## config.mk

```make
export PLATFORM = sky130hd
export DESIGN_NAME = acc_top
export DESIGN_NICKNAME = d
export VERILOG_FILES = /design/src/hw/acc_pkg.sv /design/src/hw/acc_top.sv
export SDC_FILE = /design/constraint.sdc
export NUM_CORES = 1
export LEC_CHECK = 0
export BUFFER_PORTS_ARGS = -buffer_cell sky130_fd_sc_hd__buf_2
export CAP_MARGIN = 20
export CORE_ASPECT_RATIO = 0.75
export CORE_UTILIZATION = 50
export DETAILED_ROUTE_END_ITERATION = 6
export PLACE_DENSITY = 0.69
export SYNTH_ARGS = -nofsm -noshare
export SYNTH_HDL_FRONTEND = slang
export SYNTH_SLANG_ARGS = --single-unit
export TNS_END_PERCENT = 30
```

## constraint.sdc

```tcl
create_clock -name sys_clk_in -period 4 [get_ports sys_clk_in]
set_input_delay 0.2 -clock sys_clk_in [delete_from_list [all_inputs] [get_ports sys_clk_in]]
set_output_delay 0.2 -clock sys_clk_in [all_outputs]
set_load 0.02 [all_outputs]
```

## src/hw/acc_pkg.sv

```systemverilog
package acc_pkg;
    // register indices; byte address is four times the index
    localparam logic [29:0] IDX_SPK_CTRL = 30'h0b000168;
    localparam logic [29:0] IDX_SPK_DIV = 30'h0b00016e;
    localparam logic [29:0] IDX_MIC_DATA = 30'h0b000170;
    localparam logic [29:0] IDX_MIC_CTRL = 30'h0b000172;

    // control register field positions
    localparam int BIT_REF_CONNECT = 15;
    localparam int BIT_RUNNING = 3;
    localparam int BIT_STOP_PAGE = 1;
    localparam int BIT_ADC_REQ = 0;

    // reset values
    localparam logic [15:0] RST_SPK_DIV = 16'h08dc;
    localparam logic [9:0] RST_MIC_DATA = 10'h200;
    localparam logic RST_REF_CONNECT = 1'b0;
    localparam logic RST_STOP_PAGE = 1'b0;

    // sample width and buffer depth
    localparam int SAMPLE_W = 10;
    localparam int BUF_DEPTH = 32;

    // bus answers
    localparam logic [1:0] RESP_OKAY = 2'b00;
    localparam logic [1:0] RESP_SLVERR = 2'b10;

    // register select codes
    typedef enum logic [2:0] {
        ACC_SEL_NONE,
        ACC_SEL_SPK_CTRL,
        ACC_SEL_SPK_DIV,
        ACC_SEL_MIC_DATA,
        ACC_SEL_MIC_CTRL
    } acc_sel_e;
endpackage

```

## src/hw/acc_top.sv

```systemverilog
// Contract
// speaker bit 15 connects D/A reference
// speaker bit 3 reads running state
// speaker running valid only when enabled
// speaker bit 1 selects DMA stop page
// reserved bits read zero, writes ignored
// divisor equals clock over sample rate
// software keeps rate at most 50 ksps
// mic register holds ADC sample, forwards
// mic data writes only when enabled
// mic disable reloads mid-scale 0x0200
// mic bit 15 connects A/D reference
// mic bit 3 running, valid when enabled
// mic bit 1 selects DMA stop page
// mic bit 0 shows ADC use request
// audio unit wins ADC arbitration ties
// speaker enable gates speaker and DMA
// mic enable gates microphone and DMA
// counter issues conversion per divisor cycles
//
// Chosen here: the AXI4-Lite slave port.
`timescale 1ns/1ps

module acc_fifo #(
    parameter int WIDTH = 10,
    parameter int DEPTH = 32
) (
    input wire logic sys_clk_in,
    input wire logic sys_rst_in,
    input wire logic clear_in,
    input wire logic [WIDTH-1:0] in_data_in,
    input wire logic in_valid_in,
    output logic in_ready_out,
    output logic [WIDTH-1:0] out_data_out,
    output logic out_valid_out,
    input wire logic out_ready_in
);
    localparam int AW = $clog2(DEPTH);

    logic [WIDTH-1:0] mem [DEPTH];
    logic [AW-1:0] wr_ptr_r;
    logic [AW-1:0] rd_ptr_r;
    logic [AW:0] count_r;
    logic push;
    logic pop;

    // honest full and empty from the fill count
    assign in_ready_out = (count_r != (AW+1)'(DEPTH));
    assign out_valid_out = (count_r != '0);
    assign push = in_valid_in & in_ready_out;
    assign pop = out_valid_out & out_ready_in;
    assign out_data_out = mem[rd_ptr_r];

    // storage array, written on push
    always_ff @(posedge sys_clk_in) begin
        if (push) begin
            mem[wr_ptr_r] <= in_data_in;
        end
    end

    // pointers and fill count
    always_ff @(posedge sys_clk_in) begin
        if (sys_rst_in || clear_in) begin
            wr_ptr_r <= '0;
            rd_ptr_r <= '0;
            count_r <= '0;
        end else begin
            if (push) begin
                wr_ptr_r <= wr_ptr_r + 1'b1;
            end
            if (pop) begin
                rd_ptr_r <= rd_ptr_r + 1'b1;
            end
            if (push && !pop) begin
                count_r <= count_r + 1'b1;
            end else if (pop && !push) begin
                count_r <= count_r - 1'b1;
            end
        end
    end
endmodule

module acc_top (
    input wire logic sys_clk_in,
    input wire logic sys_rst_in,
    // AXI4-Lite slave
    input wire logic [31:0] s_axi_awaddr_in,
    input wire logic s_axi_awvalid_in,
    output logic s_axi_awready_out,
    input wire logic [31:0] s_axi_wdata_in,
    input wire logic [3:0] s_axi_wstrb_in,
    input wire logic s_axi_wvalid_in,
    output logic s_axi_wready_out,
    output logic [1:0] s_axi_bresp_out,
    output logic s_axi_bvalid_out,
    input wire logic s_axi_bready_in,
    input wire logic [31:0] s_axi_araddr_in,
    input wire logic s_axi_arvalid_in,
    output logic s_axi_arready_out,
    output logic [31:0] s_axi_rdata_out,
    output logic [1:0] s_axi_rresp_out,
    output logic s_axi_rvalid_out,
    input wire logic s_axi_rready_in,
    // block enables from the sequencer enable register
    input wire logic spk_block_enable_in,
    input wire logic mic_block_enable_in,
    // D/A side
    output logic dac_reference_connect_out,
    output logic dac_convert_out,
    output logic spk_dma_enable_out,
    output logic spk_dma_stop_page_sel_out,
    // A/D side and shared converter arbitration
    output logic adc_reference_connect_out,
    input wire logic mic_conv_start_in,
    input wire logic panel_adc_request_in,
    output logic adc_grant_audio_out,
    output logic adc_grant_panel_out,
    input wire logic [9:0] adc_sample_in,
    input wire logic adc_sample_valid_in,
    output logic adc_sample_ready_out,
    // microphone DMA buffer stream
    output logic mic_dma_enable_out,
    output logic mic_dma_stop_page_sel_out,
    output logic [9:0] mic_dma_data_out,
    output logic mic_dma_valid_out,
    input wire logic mic_dma_ready_in
);
    // map a byte address onto a register select code
    function automatic acc_pkg::acc_sel_e decode(input logic [31:0] addr);
        case (addr[31:2])
            acc_pkg::IDX_SPK_CTRL: decode = acc_pkg::ACC_SEL_SPK_CTRL;
            acc_pkg::IDX_SPK_DIV: decode = acc_pkg::ACC_SEL_SPK_DIV;
            acc_pkg::IDX_MIC_DATA: decode = acc_pkg::ACC_SEL_MIC_DATA;
            acc_pkg::IDX_MIC_CTRL: decode = acc_pkg::ACC_SEL_MIC_CTRL;
            default: decode = acc_pkg::ACC_SEL_NONE;
        endcase
        if (addr[1:0] != 2'b00) begin
            decode = acc_pkg::ACC_SEL_NONE; // unaligned
        end
    endfunction

    // byte-lane merge of a 16-bit register
    function automatic logic [15:0] merge16(input logic [15:0] old,
                                            input logic [31:0] data,
                                            input logic [3:0] strb);
        merge16 = old;
        if (strb[0]) begin
            merge16[7:0] = data[7:0];
        end
        if (strb[1]) begin
            merge16[15:8] = data[15:8];
        end
    endfunction

    // bus state
    logic aw_hold_r, w_hold_r, bvalid_r, rvalid_r;
    logic [31:0] aw_addr_r, w_data_r, rdata_r;
    logic [3:0] w_strb_r;
    logic [1:0] bresp_r, rresp_r;

    // register state
    logic dac_ref_r, spk_page_r, adc_ref_r, mic_page_r;
    logic mic_pending_r, adc_req_r, dac_conv_r, spk_run_r;
    logic [15:0] spk_div_r, spk_cnt_r;
    logic [9:0] mic_data_r;

    // decoded selects and strobes
    acc_pkg::acc_sel_e wsel;
    acc_pkg::acc_sel_e rsel;
    logic do_write, do_read, wr_spk_ctrl, wr_spk_div, wr_mic_data, wr_mic_ctrl;
    logic [15:0] spk_ctrl_rd, mic_ctrl_rd, rd_word;
    logic [15:0] spk_ctrl_new, mic_ctrl_new, spk_div_new, mic_data_new;
    logic spk_last, sample_take, fifo_in_ready, fifo_push, mic_running;

    // bus handshakes: one write and one read in flight
    assign s_axi_awready_out = ~aw_hold_r & ~bvalid_r;
    assign s_axi_wready_out = ~w_hold_r & ~bvalid_r;
    assign s_axi_arready_out = ~rvalid_r;
    assign s_axi_bvalid_out = bvalid_r;
    assign s_axi_bresp_out = bresp_r;
    assign s_axi_rvalid_out = rvalid_r;
    assign s_axi_rresp_out = rresp_r;
    assign s_axi_rdata_out = rdata_r;

    // write decode once both address and data are held
    assign do_write = aw_hold_r & w_hold_r & ~bvalid_r;
    assign do_read = s_axi_arvalid_in & ~rvalid_r;
    assign wsel = decode(aw_addr_r);
    assign rsel = decode(s_axi_araddr_in);
    assign wr_spk_ctrl = do_write & (wsel == acc_pkg::ACC_SEL_SPK_CTRL);
    assign wr_spk_div = do_write & (wsel == acc_pkg::ACC_SEL_SPK_DIV);
    assign wr_mic_data = do_write & (wsel == acc_pkg::ACC_SEL_MIC_DATA);
    assign wr_mic_ctrl = do_write & (wsel == acc_pkg::ACC_SEL_MIC_CTRL);
    assign spk_ctrl_new = merge16(spk_ctrl_rd, w_data_r, w_strb_r);
    assign mic_ctrl_new = merge16(mic_ctrl_rd, w_data_r, w_strb_r);
    assign spk_div_new = merge16(spk_div_r, w_data_r, w_strb_r);
    assign mic_data_new = merge16({6'h00, mic_data_r}, w_data_r, w_strb_r);

    // read views; reserved bits stay zero
    assign mic_running = mic_block_enable_in & adc_ref_r;
    always_comb begin
        spk_ctrl_rd = 16'h0000;
        spk_ctrl_rd[acc_pkg::BIT_REF_CONNECT] = dac_ref_r;
        spk_ctrl_rd[acc_pkg::BIT_RUNNING] = spk_run_r;
        spk_ctrl_rd[acc_pkg::BIT_STOP_PAGE] = spk_page_r;
        mic_ctrl_rd = 16'h0000;
        mic_ctrl_rd[acc_pkg::BIT_REF_CONNECT] = adc_ref_r;
        mic_ctrl_rd[acc_pkg::BIT_RUNNING] = mic_running;
        mic_ctrl_rd[acc_pkg::BIT_STOP_PAGE] = mic_page_r;
        mic_ctrl_rd[acc_pkg::BIT_ADC_REQ] = adc_req_r;
    end

    // read multiplexer
    always_comb begin
        case (rsel)
            acc_pkg::ACC_SEL_SPK_CTRL: rd_word = spk_ctrl_rd;
            acc_pkg::ACC_SEL_SPK_DIV: rd_word = spk_div_r;
            acc_pkg::ACC_SEL_MIC_DATA: rd_word = {6'h00, mic_data_r};
            acc_pkg::ACC_SEL_MIC_CTRL: rd_word = mic_ctrl_rd;
            default: rd_word = 16'h0000;
        endcase
    end

    // write address and data capture, in either order
    always_ff @(posedge sys_clk_in) begin
        if (sys_rst_in) begin
            aw_hold_r <= 1'b0;
            w_hold_r <= 1'b0;
            aw_addr_r <= 32'h00000000;
            w_data_r <= 32'h00000000;
            w_strb_r <= 4'h0;
        end else begin
            if (s_axi_awvalid_in && s_axi_awready_out) begin
                aw_hold_r <= 1'b1;
                aw_addr_r <= s_axi_awaddr_in;
            end else if (do_write) begin
                aw_hold_r <= 1'b0;
            end
            if (s_axi_wvalid_in && s_axi_wready_out) begin
                w_hold_r <= 1'b1;
                w_data_r <= s_axi_wdata_in;
                w_strb_r <= s_axi_wstrb_in;
            end else if (do_write) begin
                w_hold_r <= 1'b0;
            end
        end
    end

    // write response, error on unmapped address
    always_ff @(posedge sys_clk_in) begin
        if (sys_rst_in) begin
            bvalid_r <= 1'b0;
            bresp_r <= acc_pkg::RESP_OKAY;
        end else if (do_write) begin
            bvalid_r <= 1'b1;
            bresp_r <= (wsel == acc_pkg::ACC_SEL_NONE) ?
                       acc_pkg::RESP_SLVERR : acc_pkg::RESP_OKAY;
        end else if (s_axi_bready_in) begin
            bvalid_r <= 1'b0;
        end
    end

    // read data and response
    always_ff @(posedge sys_clk_in) begin
        if (sys_rst_in) begin
            rvalid_r <= 1'b0;
            rresp_r <= acc_pkg::RESP_OKAY;
            rdata_r <= 32'h00000000;
        end else if (do_read) begin
            rvalid_r <= 1'b1;
            rdata_r <= {16'h0000, rd_word};
            rresp_r <= (rsel == acc_pkg::ACC_SEL_NONE) ?
                       acc_pkg::RESP_SLVERR : acc_pkg::RESP_OKAY;
        end else if (s_axi_rready_in) begin
            rvalid_r <= 1'b0;
        end
    end

    // control bits; only documented fields are stored
    always_ff @(posedge sys_clk_in) begin
        if (sys_rst_in) begin
            dac_ref_r <= acc_pkg::RST_REF_CONNECT;
            spk_page_r <= acc_pkg::RST_STOP_PAGE;
            adc_ref_r <= acc_pkg::RST_REF_CONNECT;
            mic_page_r <= acc_pkg::RST_STOP_PAGE;
            spk_div_r <= acc_pkg::RST_SPK_DIV;
        end else begin
            if (wr_spk_ctrl) begin
                dac_ref_r <= spk_ctrl_new[acc_pkg::BIT_REF_CONNECT];
                spk_page_r <= spk_ctrl_new[acc_pkg::BIT_STOP_PAGE];
            end
            if (wr_mic_ctrl) begin
                adc_ref_r <= mic_ctrl_new[acc_pkg::BIT_REF_CONNECT];
                mic_page_r <= mic_ctrl_new[acc_pkg::BIT_STOP_PAGE];
            end
            if (wr_spk_div) begin
                spk_div_r <= spk_div_new;
            end
        end
    end

    // converter reference and DMA control levels
    assign dac_reference_connect_out = dac_ref_r;
    assign adc_reference_connect_out = adc_ref_r;
    assign spk_dma_stop_page_sel_out = spk_page_r;
    assign mic_dma_stop_page_sel_out = mic_page_r;
    assign spk_dma_enable_out = spk_block_enable_in;
    assign mic_dma_enable_out = mic_block_enable_in;

    // rate counter: last cycle of each divisor period
    assign spk_last = (spk_div_r <= 16'h0001) ||
                      (spk_cnt_r == spk_div_r - 16'h0001);

    // speaker conversion timing, stopped while disabled
    always_ff @(posedge sys_clk_in) begin
        if (sys_rst_in || !spk_block_enable_in) begin
            spk_cnt_r <= 16'h0000;
            dac_conv_r <= 1'b0;
            spk_run_r <= 1'b0;
        end else begin
            spk_run_r <= 1'b1;
            if (spk_last) begin
                spk_cnt_r <= 16'h0000;
                dac_conv_r <= 1'b1;
            end else begin
                spk_cnt_r <= spk_cnt_r + 16'h0001;
                dac_conv_r <= 1'b0;
            end
        end
    end
    assign dac_convert_out = dac_conv_r;

    // shared converter request and fixed-priority grant
    always_ff @(posedge sys_clk_in) begin
        if (sys_rst_in || !mic_block_enable_in) begin
            adc_req_r <= 1'b0;
        end else if (mic_conv_start_in && adc_ref_r) begin
            adc_req_r <= 1'b1;
        end else if (sample_take) begin
            adc_req_r <= 1'b0;
        end
    end
    assign adc_grant_audio_out = adc_req_r;
    assign adc_grant_panel_out = panel_adc_request_in & ~adc_req_r;

    // sample holding register feeding the DMA buffer
    assign adc_sample_ready_out = mic_block_enable_in &
                                  (~mic_pending_r | fifo_in_ready);
    assign sample_take = adc_sample_valid_in & adc_sample_ready_out;
    assign fifo_push = mic_pending_r & fifo_in_ready;

    always_ff @(posedge sys_clk_in) begin
        if (sys_rst_in || !mic_block_enable_in) begin
            mic_data_r <= acc_pkg::RST_MIC_DATA;
            mic_pending_r <= 1'b0;
        end else if (sample_take) begin
            mic_data_r <= adc_sample_in;
            mic_pending_r <= 1'b1; // set wins over the push
        end else begin
            if (wr_mic_data) begin
                mic_data_r <= mic_data_new[9:0];
            end
            if (fifo_push) begin
                mic_pending_r <= 1'b0;
            end
        end
    end

    // microphone DMA buffer, flushed while disabled
    acc_fifo #(
        .WIDTH(acc_pkg::SAMPLE_W),
        .DEPTH(acc_pkg::BUF_DEPTH)
    ) u_mic_fifo (
        .sys_clk_in(sys_clk_in),
        .sys_rst_in(sys_rst_in),
        .clear_in(~mic_block_enable_in),
        .in_data_in(mic_data_r),
        .in_valid_in(mic_pending_r),
        .in_ready_out(fifo_in_ready),
        .out_data_out(mic_dma_data_out),
        .out_valid_out(mic_dma_valid_out),
        .out_ready_in(mic_dma_ready_in)
    );
endmodule

```

==> flow_summary.yaml, run 1 <==
outcome:
  outcome: "complete, no violations"
route:
  drc: 0
  vias_per_cell: 5.75
  wl_per_cell_microns: 21.9
  drtAntennaViolNets: 0
  drt_iter0_markers: 1166
  num_vias: 12000
  wirelength_microns: 45600
  dr.pass1.iters: 6
clocking:
  cts_buffer_depth: 3
  root_buffer: "clkbuf_16"
  cts_tree: "done"
  path_clk_slew_ns: 0.06
  clock_sinks: 463
  cts_made_buffers: 45
  clock_latency_ns: 0.57
  htree_num_levels: 2
  post_cts_buffers: 0
power:
  p_int_mw: 7.87
  p_per_area_nw_per_um2: 448
  vdd_ir_drop_max_uv: 369
  clkPwrFrac_pct: 40.7
  p_sw_share_pct: 22.2
  p_leak_nw: 7.72
  pwr-share-seq_pct: 51.7
  combPwrFrac_pct: 7.6
  p_sw_mw: 2.24
sta:
  rsz0062_at_grt: "no"
  holdWs_ns: 0.0237
  tightestPinTransition_ns: 1.09
  layout_setup_ws_ns: 0.564
  period_minus_slack_ns: 3.44
  setup_viol: 0
  maxSlewViolCount: 0
  slew_headroom_pct: 27.4
  skew_ns: 0.0172
  hold_viol: 0
  min_period_over_period_pct: 85.9
  max_freq_mhz: 291
  final.setup.tns_ns: 0
critical_path:
  path_buf_inv: 2
  reg2reg_slack_ns: 0.60
  cp_max_fo: 30
  startpoint_type: "flip-flop"
  cp_cell_sequence: "buf_4 > mux4_2 > mux4_2 > mux2_2 > buf_2"
  r2r-start: "u_mic_fifo.count_r[0]"
  critPathKind: "flip-flop to primary output"
  worstPathArrival_ns: 3.24
  path_delay_family: "multiplexers"
  path_common_cell: "mux4_2"
  max_stage_delay_ns: 0.77
  cp.required_ns: 3.80
  worstSetupEndpointType: "primary output"
  critPathSlowestCell: "dfxtp_4"
global_route:
  antenna_found_initial: 3
  first_global_vias: 11600
  gr-total-overflow: 0
  track_usage_pct: 23.7
  grt_max_degree: 83
  grt_pass1_wl_microns: 68600
die:
  core.rowCount: 61
  die_w_microns: 227
  core_area_sq_um: 37300
  floorplan.initialDensity_pct: 51.1
  die_h_microns: 171
  num_io_pins: 185
  dieArea_sq_um: 38900
synthesis:
  synthArstFlopShare_pct: 0
  netlist_area_sq_um: 19100
  syn_inst: 1318
  ys_ff_latch: 463
  synth_enable_flop_cells: 320
  synth_area_per_cell_sq_um: 14.5
  yosysUniqueCellTypes: 63
  synthFlopType: "edfxtp_1"
  ys_warn_count: 0
  yosysSeqAreaShare_pct: 65.4
place:
  dpl_worst_slack_ns: 0.626
  place_area_sq_um: 20300
  place.gp.congestion: 0.847
  io_buffers: 148
  place_inst: 1921
  dp_hpwl_microns: 28700
layout:
  layout_common_cells: "edfxtp_1, buf_2, dfxtp_1, nand2_1, nor2_1"
  layout.cells.non_filler: 2081
  fin_nets: 1676
  drive_above_1_share_pct: 24.2
  syn2layout_area_growth_pct: 18.4
  mostFrequentLayoutCell: "edfxtp_1"
  final_area_sq_um: 22600
job:
  drv_cap: 0
worst_hold_path:
  hold_path.class: "input port to flip-flop"
  hold_start: "adc_sample_in[8]"
==> registers in the layout, summed over array words and instances, names as in the netlist, 2 cells and up, named ones only <==
| signal | flops |
|---|---|
| w_strb_r | 2 |
| u_mic_fifo.wr_ptr_r | 5 |
| u_mic_fifo.rd_ptr_r | 5 |
| spk_cnt_r | 16 |
| u_mic_fifo.count_r | 6 |
| s_axi_rdata_out | 16 |
| spk_div_r | 16 |
| mic_data_r | 10 |
| aw_addr_r | 32 |
| u_mic_fifo.mem | 320 |
| w_data_r | 16 |
==> path summary, 6_finish.rpt <==
kind | end | cells past startpoint
setup / recovery | mic_dma_data_out[7] | 5
setup reg to reg | u_mic_fifo.count_r[5] | 13
hold reg to reg | aw_addr_r[8] | 2
hold / removal | mic_data_r[8] | 4
==> kinds of logic (layout without fill, tap and decap cells) <==
kind of cell	Yosys count	count (layout)	share of synthesized area, %
mux	138	138	13.9
buf+inv	116	356	2.79
simple gates	379	379	9.34
flops	463	463	65.4
compound gates	165	165	5.65
other cells	1	20	0.0197
fa+ha+maj	14	14	0.958
xor+xnor	42	42	1.93
==> cells in the mapped netlist, types with 4 or more instances <==
cell type	count	share of area, %
a211o_1	7	0.32
nor3_1	12	0.31
nand3_1	26	0.68
a22oi_1	18	0.71
inv_1	21	0.41
a21oi_1	86	2.3
mux2_2	14	0.83
dfxtp_1	143	15
and2_1	6	0.20
nand3b_1	5	0.20
buf_4	20	0.79
nor2_1	107	2.1
buf_2	5	0.13
nor2b_1	13	0.43
xor2_1	13	0.60
o21ai_0	5	0.13
a22o_1	8	0.37
nor4_1	12	0.39
ha_1	13	0.85
nand4_1	14	0.46
or3_1	7	0.23
mux2i_1	24	1.3
edfxtp_1	320	50
buf_1	11	0.22
clkbuf_1	57	1.1
nand2_1	138	2.7
nor4b_1	7	0.32
a211oi_1	11	0.43
o211ai_1	5	0.20
nand2b_1	4	0.13
xnor2_1	29	1.3
mux4_2	100	12
and3_1	8	0.26
==> power by group through the flow <==
stage / Combinational (mW) / Clock [mW] / Sequential, mW
after floorplan: 0.507 / 0 / 5.30
after global placement: 0.678 / 0 / 5.33
after detailed placement: 0.697 / 0 / 5.33
after CTS: 0.752 / 4.19 / 5.23
after global routing: 0.838 / 4.36 / 5.23
final: 0.769 / 4.12 / 5.22
==> layer usage <==
metal,up-vias,GRT usage [%],part of all wire (%)
met3,80,5.10,7.9
met2,483,36.0,47
met4,2,7.18,2.5
met5,-,0,0.022
met1,5997,34.2,43
li1,5402,-,-
==> layout make-up <==
type                       instances  area (sq um)
fill                            2776         14800
multi-input combinational        756          6130
antenna                            2          5.00
sequential                       463         12500
clock buffer                      65          1230
timing repair buffer             252          1820
clock inverter                    18           188
inverter                          21          78.8
tap                              504           631
==> through the flow <==
step	util, %	total power, mW
CTS	60.1	10.2
global route	60.5	10.4
floorplan	-	5.81
detailed placement	54.5	6.03
finish	60.5	10.1
global placement	54.4	6.01
==> what timing repair did <==
| item | CTS | global route |
|---|---|---|
| hold buffers | 65 | 0 |
| gates resized for setup | 0 | 0 |
| hold endpoints to repair | 64 | 0 |
==> tightest hold or removal path, stage by stage <==
cell and delay [ns]:
buf_2 0.07, mux2_2 0.15, mux2i_1 0.06, nor2_1 0.07
No activity file was read; power rests on OpenSTA's default activity.
==> inputs of run 2 (changes only) <==
Clock period 4 ns to 3.9 ns, I/O delays scaled along.
==> run 2 against run 1 <==
  * Core utilization shrank 0.091 points
  * Count of clock-buffer cells in the layout shrank 3
  * Largest cell class unchanged
  * Highest routed layer is now met4
  * Sequential share of layout area grew 0.083 points
  * Clock skew increased by 0.0067 ns
  * First-iteration DRC count grew 5.2%
  * Total power grew 3.8%
  * Critical endpoint is now u_mic_fifo.count_r[5]
==> flow_summary.yaml, run 2 (synthesis gave the netlist of run 1 again) <==
clocking:
  path_clk_slew_ns: 0.06
  clock_sinks: 463
  post_cts_buffers: 0
  htree_num_levels: 2
  cts_buffer_depth: 3
  clock_latency_ns: 0.55
  cts_tree: "done"
  root_buffer: "clkbuf_16"
  cts_made_buffers: 45
sta:
  holdWs_ns: 0.0218
  skew_ns: 0.0239
  final.setup.tns_ns: 0
  rsz0062_at_grt: "no"
  period_minus_slack_ns: 3.48
  tightestPinTransition_ns: 1.10
  hold_viol: 0
  setup_viol: 0
  max_freq_mhz: 288
  min_period_over_period_pct: 89.2
  maxSlewViolCount: 0
  slew_headroom_pct: 26.4
global_route:
  antenna_found_initial: 1
  grt_pass1_wl_microns: 69000
  first_global_vias: 11600
  gr-total-overflow: 0
  track_usage_pct: 23.9
  grt_max_degree: 83
layout:
  nFillCells: 2794
  finish.utilization_pct: 60.4
  final_area_sq_um: 22500
  top_regs: "u_mic_fifo.mem x320, aw_addr_r x32"
  largest_reg_flops: 320
  top_register: "u_mic_fifo.mem"
  multi_input_area_sq_um: 6130
  drive_above_1_share_pct: 24.5
  layout_common_cells: "edfxtp_1, buf_2, dfxtp_1, nand2_1, nor2_1"
  syn2layout_area_growth_pct: 18.2
  regArea_sq_um: 12500
  fin_nets: 1671
  mostFrequentLayoutCell: "edfxtp_1"
route:
  wl_per_cell_microns: 22.0
  drtAntennaViolNets: 0
  vias_per_cell: 5.75
  drc: 0
  drt_iter0_markers: 1227
  wirelength_microns: 45600
  dr.pass1.iters: 5
  num_vias: 11900
place:
  place.gp.congestion: 0.851
  io_buffers: 148
  dp_hpwl_microns: 28800
  place_area_sq_um: 20300
die:
  floorplan.initialDensity_pct: 51.1
  num_io_pins: 185
  core_area_sq_um: 37300
  die_h_microns: 171
  core.rowCount: 61
  die_w_microns: 227
  dieArea_sq_um: 38900
power:
  p_leak_nw: 7.72
  p_per_area_nw_per_um2: 466
  power_mw: 10.5
  vdd_ir_drop_max_uv: 478
critical_path:
  cp_max_fo: 6
  startpoint_type: "flip-flop"
  r2r-end: "u_mic_fifo.count_r[5]"
  worstPathArrival_ns: 3.92
  critPathKind: "flip-flop to flip-flop"
  worstSetupEndpointType: "flip-flop"
  reg2reg_slack_ns: 0.42
  r2r_cells: 13
  cp.required_ns: 4.34
  r2r-start: "u_mic_fifo.count_r[0]"
worst_hold_path:
  hold_depth: 3
  min_to: "mic_data_r[9]"
  hold_path.class: "input port to flip-flop"
  hold_start: "mic_block_enable_in"
outcome:
  outcome: "complete, no violations"
job:
  drv_cap: 0
## run 2: cell count changes in the layout (fill, tap and decap cells not counted), sizes merged
cell	delta
diode	-1
dlygate4sd3	-3
clkinvlp	-1
clkbuf	-4
buf	-1
clkinv	+3
inv	-1
## run 2: worst max-delay path, cell delays in order (launching register included)
cell and delay, ns:
dfxtp_1 0.36, nor4_1 0.60, nand3_1 0.17, and2_1 0.26, inv_1 0.10, ha_1 0.16
inv_1 0.13, ha_1 0.32, a21o_1 0.19, a21oi_1 0.23, o21bai_1 0.09, a21oi_1 0.19
mux2i_1 0.22, mux2_2 0.34
## run 2: layer usage
metal | vias to the layer above | routed length [microns] | global-route usage [%]
met5 | - | 0 | 0
met4 | 0 | 1170 | 6.51
met3 | 91 | 3170 | 4.55
met2 | 429 | 21100 | 36.9
met1 | 6008 | 20100 | 34.6
li1 | 5401 | - | -
## run 2: power by group
group | leakage, nW | switching, mW | internal [mW] | total (mW)
Combinational | 2.87 | 0.431 | 0.375 | 0.806
Sequential | 4.12 | 0.0602 | 5.28 | 5.34
Clock | 0.726 | 1.84 | 2.51 | 4.35
## run 2: through the flow
stage	instances	worst slack, ns
floorplan	1335	0.650
global placement	1921	0.588
detailed placement	1922	0.487
CTS	2065	0.458
global route	2073	0.218
finish	2073	0.422
## run 2: area by class of cell
class	count	share of cell area [%]
Sequential cell	463	55.4
Multi-Input combinational cell	756	27.2
Timing Repair Buffer	247	7.70
Clock buffer	62	5.69
Tap cell	504	2.80
Clock inverter	19	0.866
Inverter	21	0.350
Antenna cell	1	0.0111
## run 2: what timing repair did
action	in CTS	in global routing
hold endpoints to repair	61	0
hold buffers	62	0
resized for setup	0	0
## run 2: how the worst max path moves through the flow
| stage | startpoint | slack [ns] | endpoint |
|---|---|---|---|
| 6_report | u_mic_fifo.count_r[0] | 0.42 | u_mic_fifo.count_r[5] |
| 5_1_grt | u_mic_fifo.count_r[0] | 0.22 | u_mic_fifo.count_r[5] |
| 4_1_cts | u_mic_fifo.count_r[0] | 0.46 | u_mic_fifo.count_r[5] |
| 3_5_place_dp | u_mic_fifo.count_r[0] | 0.49 | u_mic_fifo.count_r[5] |
| 3_3_place_gp | u_mic_fifo.count_r[0] | 0.59 | u_mic_fifo.count_r[5] |
| 2_1_floorplan | u_mic_fifo.count_r[0] | 0.65 | u_mic_fifo.count_r[5] |
==> inputs of run 3 (changes only) <==
Settings changed: CORE_ASPECT_RATIO 0.75 to default, GPL_TIMING_DRIVEN from default to 1.
==> run 3 against run 2 <==
  * Final cell count rose by 1.5%
  * Non-clock buffer count rose by 22
  * Routed wire length fell by 3.0%
==> flow_summary.yaml, run 3 (synthesis gave the netlist of run 1 again) <==
outcome:
  outcome: "complete, no violations"
worst_hold_path:
  hold_path.class: "input port to flip-flop"
  min_to: "dac_convert_out"
  hold_start: "spk_block_enable_in"
  hold_depth: 3
critical_path:
  critPathSlowestCell: "nor4_1"
  cp_cell_sequence: "nor4_1 > nand3_1 > and2_1 > inv_1 > ha_1 > inv_1 > ha_1 > a21o_1 > a21oi_1 > o21bai_1 > a21oi_1 > mux2i_1 > mux2_2"
  r2r-end: "u_mic_fifo.count_r[5]"
  reg2reg_slack_ns: 0.52
  path_delay_family: "simple AND/OR/NAND/NOR gates"
  path_buf_inv: 2
  startpoint_type: "flip-flop"
  worstPathArrival_ns: 3.84
  max_stage_delay_ns: 0.52
  cp_max_fo: 6
  r2r-start: "u_mic_fifo.count_r[0]"
  critPathKind: "flip-flop to flip-flop"
  worstSetupEndpointType: "flip-flop"
  cp.required_ns: 4.36
  r2r_cells: 13
layout:
  largest_reg_flops: 320
  fin_nets: 1694
  drive_above_1_share_pct: 25.3
  diodes: 0
  regArea_sq_um: 12500
  syn2layout_area_growth_pct: 19.3
  top_register: "u_mic_fifo.mem"
  layout.cells.non_filler: 2105
  multi_input_area_sq_um: 6130
  mostFrequentLayoutCell: "edfxtp_1"
  top_regs: "u_mic_fifo.mem x320, aw_addr_r x32"
  nFillCells: 2809
  layout_common_cells: "edfxtp_1, buf_2, dfxtp_1, nand2_1, nor2_1"
clocking:
  path_clk_slew_ns: 0.06
  root_buffer: "clkbuf_16"
  htree_num_levels: 2
  clock_sinks: 463
  clock_latency_ns: 0.57
  cts_made_buffers: 46
  cts_buffer_depth: 3
  cts_tree: "done"
sta:
  maxSlewViolCount: 0
  min_period_over_period_pct: 86.7
  skew_ns: 0.0112
  rsz0062_at_grt: "no"
  period_minus_slack_ns: 3.38
  slew_headroom_pct: 29.4
  tightestPinTransition_ns: 1.06
  hold_viol: 0
  max_freq_mhz: 296
  setup_viol: 0
  final.setup.tns_ns: 0
  layout_setup_ws_ns: 0.519
global_route:
  grt_max_degree: 92
  grt_pass1_wl_microns: 67700
  gr-total-overflow: 0
  antenna_found_initial: 2
  track_usage_pct: 23.1
  first_global_vias: 11800
route:
  vias_per_cell: 5.64
  dr.pass1.iters: 5
  wirelength_microns: 44200
  drt_iter0_markers: 950
  drtAntennaViolNets: 0
  num_vias: 11900
  wl_per_cell_microns: 21.0
  drc: 0
die:
  die_w_microns: 197
  die_h_microns: 197
  num_io_pins: 185
  core_area_sq_um: 37600
  core.rowCount: 71
  dieArea_sq_um: 38900
  floorplan.initialDensity_pct: 50.7
job:
  drv_cap: 0
power:
  pwr-share-seq_pct: 50.3
  p_sw_mw: 2.33
  p_sw_share_pct: 22.0
  p_leak_nw: 7.85
  clkPwrFrac_pct: 42.1
  vdd_ir_drop_max_uv: 270
  p_per_area_nw_per_um2: 466
  p_int_mw: 8.27
  combPwrFrac_pct: 7.6
place:
  place_inst: 1955
  dpl_worst_slack_ns: 0.575
  place.gp.congestion: 0.814
  dp_hpwl_microns: 27400
  io_buffers: 148
[run 3: changes by cell type in the layout (fill, tap and decap cells not counted), sizes merged]
cell | before | now
buf | 185 | 206
dlygate4sd3 | 62 | 63
bufinv | 3 | 5
inv | 23 | 22
clkinv | 13 | 19
clkbuf | 62 | 58
diode | 1 | 0
clkinvlp | 1 | 2
[run 3: power by group through the flow]
stage / Clock [mW] / Sequential, mW / Combinational (mW)
after floorplan: 0 / 5.43 / 0.520
after global placement: 0 / 5.44 / 0.720
after detailed placement: 0 / 5.44 / 0.732
after CTS: 4.53 / 5.34 / 0.783
after global routing: 4.74 / 5.34 / 0.871
final: 4.47 / 5.34 / 0.801
[run 3: cell type report]
class	instances	share of cell area, %
clock buffer	58	5.54
clock inverter	27	1.17
inverter	21	0.347
multi-input combinational	756	27.0
sequential	463	54.9
tap	511	2.81
timing repair buffer	269	8.29
[run 3: timing repair]
action | in CTS | in global routing
resized for setup | 0 | 0
hold buffers | 63 | 0
setup endpoints to repair | 0 | 0
endpoints found under the hold margin | 63 | 0
setup buffers | 0 | 0
[run 3: routing by layer]
| layer | routed length, microns | global-route usage [%] | vias up |
|---|---|---|---|
| li1 | - | - | 5445 |
| met1 | 19000 | 32.2 | 5911 |
| met2 | 21100 | 37.1 | 447 |
| met3 | 3040 | 4.64 | 74 |
| met4 | 1030 | 6.35 | 4 |
| met5 | 26 | 0 | - |
[run 3: per-stage QoR]
| stage | hold slack, ns | area, sq um | util [%] | total power, mW |
|---|---|---|---|---|
| 2_1_floorplan | 0.295 | 19100 | - | 5.95 |
| 3_3_place_gp | 0.383 | 20500 | 54.6 | 6.16 |
| 3_5_place_dp | 0.415 | 20500 | 54.6 | 6.18 |
| 4_1_cts | 0.00865 | 22700 | 60.4 | 10.7 |
| 5_1_grt | 0.0114 | 22700 | 60.5 | 11.0 |
| 6_report | 0.0351 | 22700 | 60.5 | 10.6 |
[run 3: worst max path at each step]
stage                               start  depth (start not counted)                     to  slack, ns
global route        u_mic_fifo.count_r[0]                         13  u_mic_fifo.count_r[5]       0.32
CTS                 u_mic_fifo.count_r[0]                         13  u_mic_fifo.count_r[5]       0.57
finish              u_mic_fifo.count_r[0]                         13  u_mic_fifo.count_r[5]       0.52
global placement    u_mic_fifo.count_r[0]                         13  u_mic_fifo.count_r[5]       0.68
detailed placement  u_mic_fifo.count_r[0]                         13  u_mic_fifo.count_r[5]       0.58
floorplan           u_mic_fifo.count_r[0]                         14  u_mic_fifo.count_r[5]       0.65
[run 3: worst reg2reg max path: cells and delay by family, from the launching register on]
kind                     cells  cell delay [ns]
AO/OA/AOI/OAI                4             0.69
multiplexers                 2             0.59
buffers and inverters        2             0.23
adder cells (fa/ha/maj)      2             0.46
AND/OR/NAND/NOR              3             0.96
flip-flops                   1             0.35
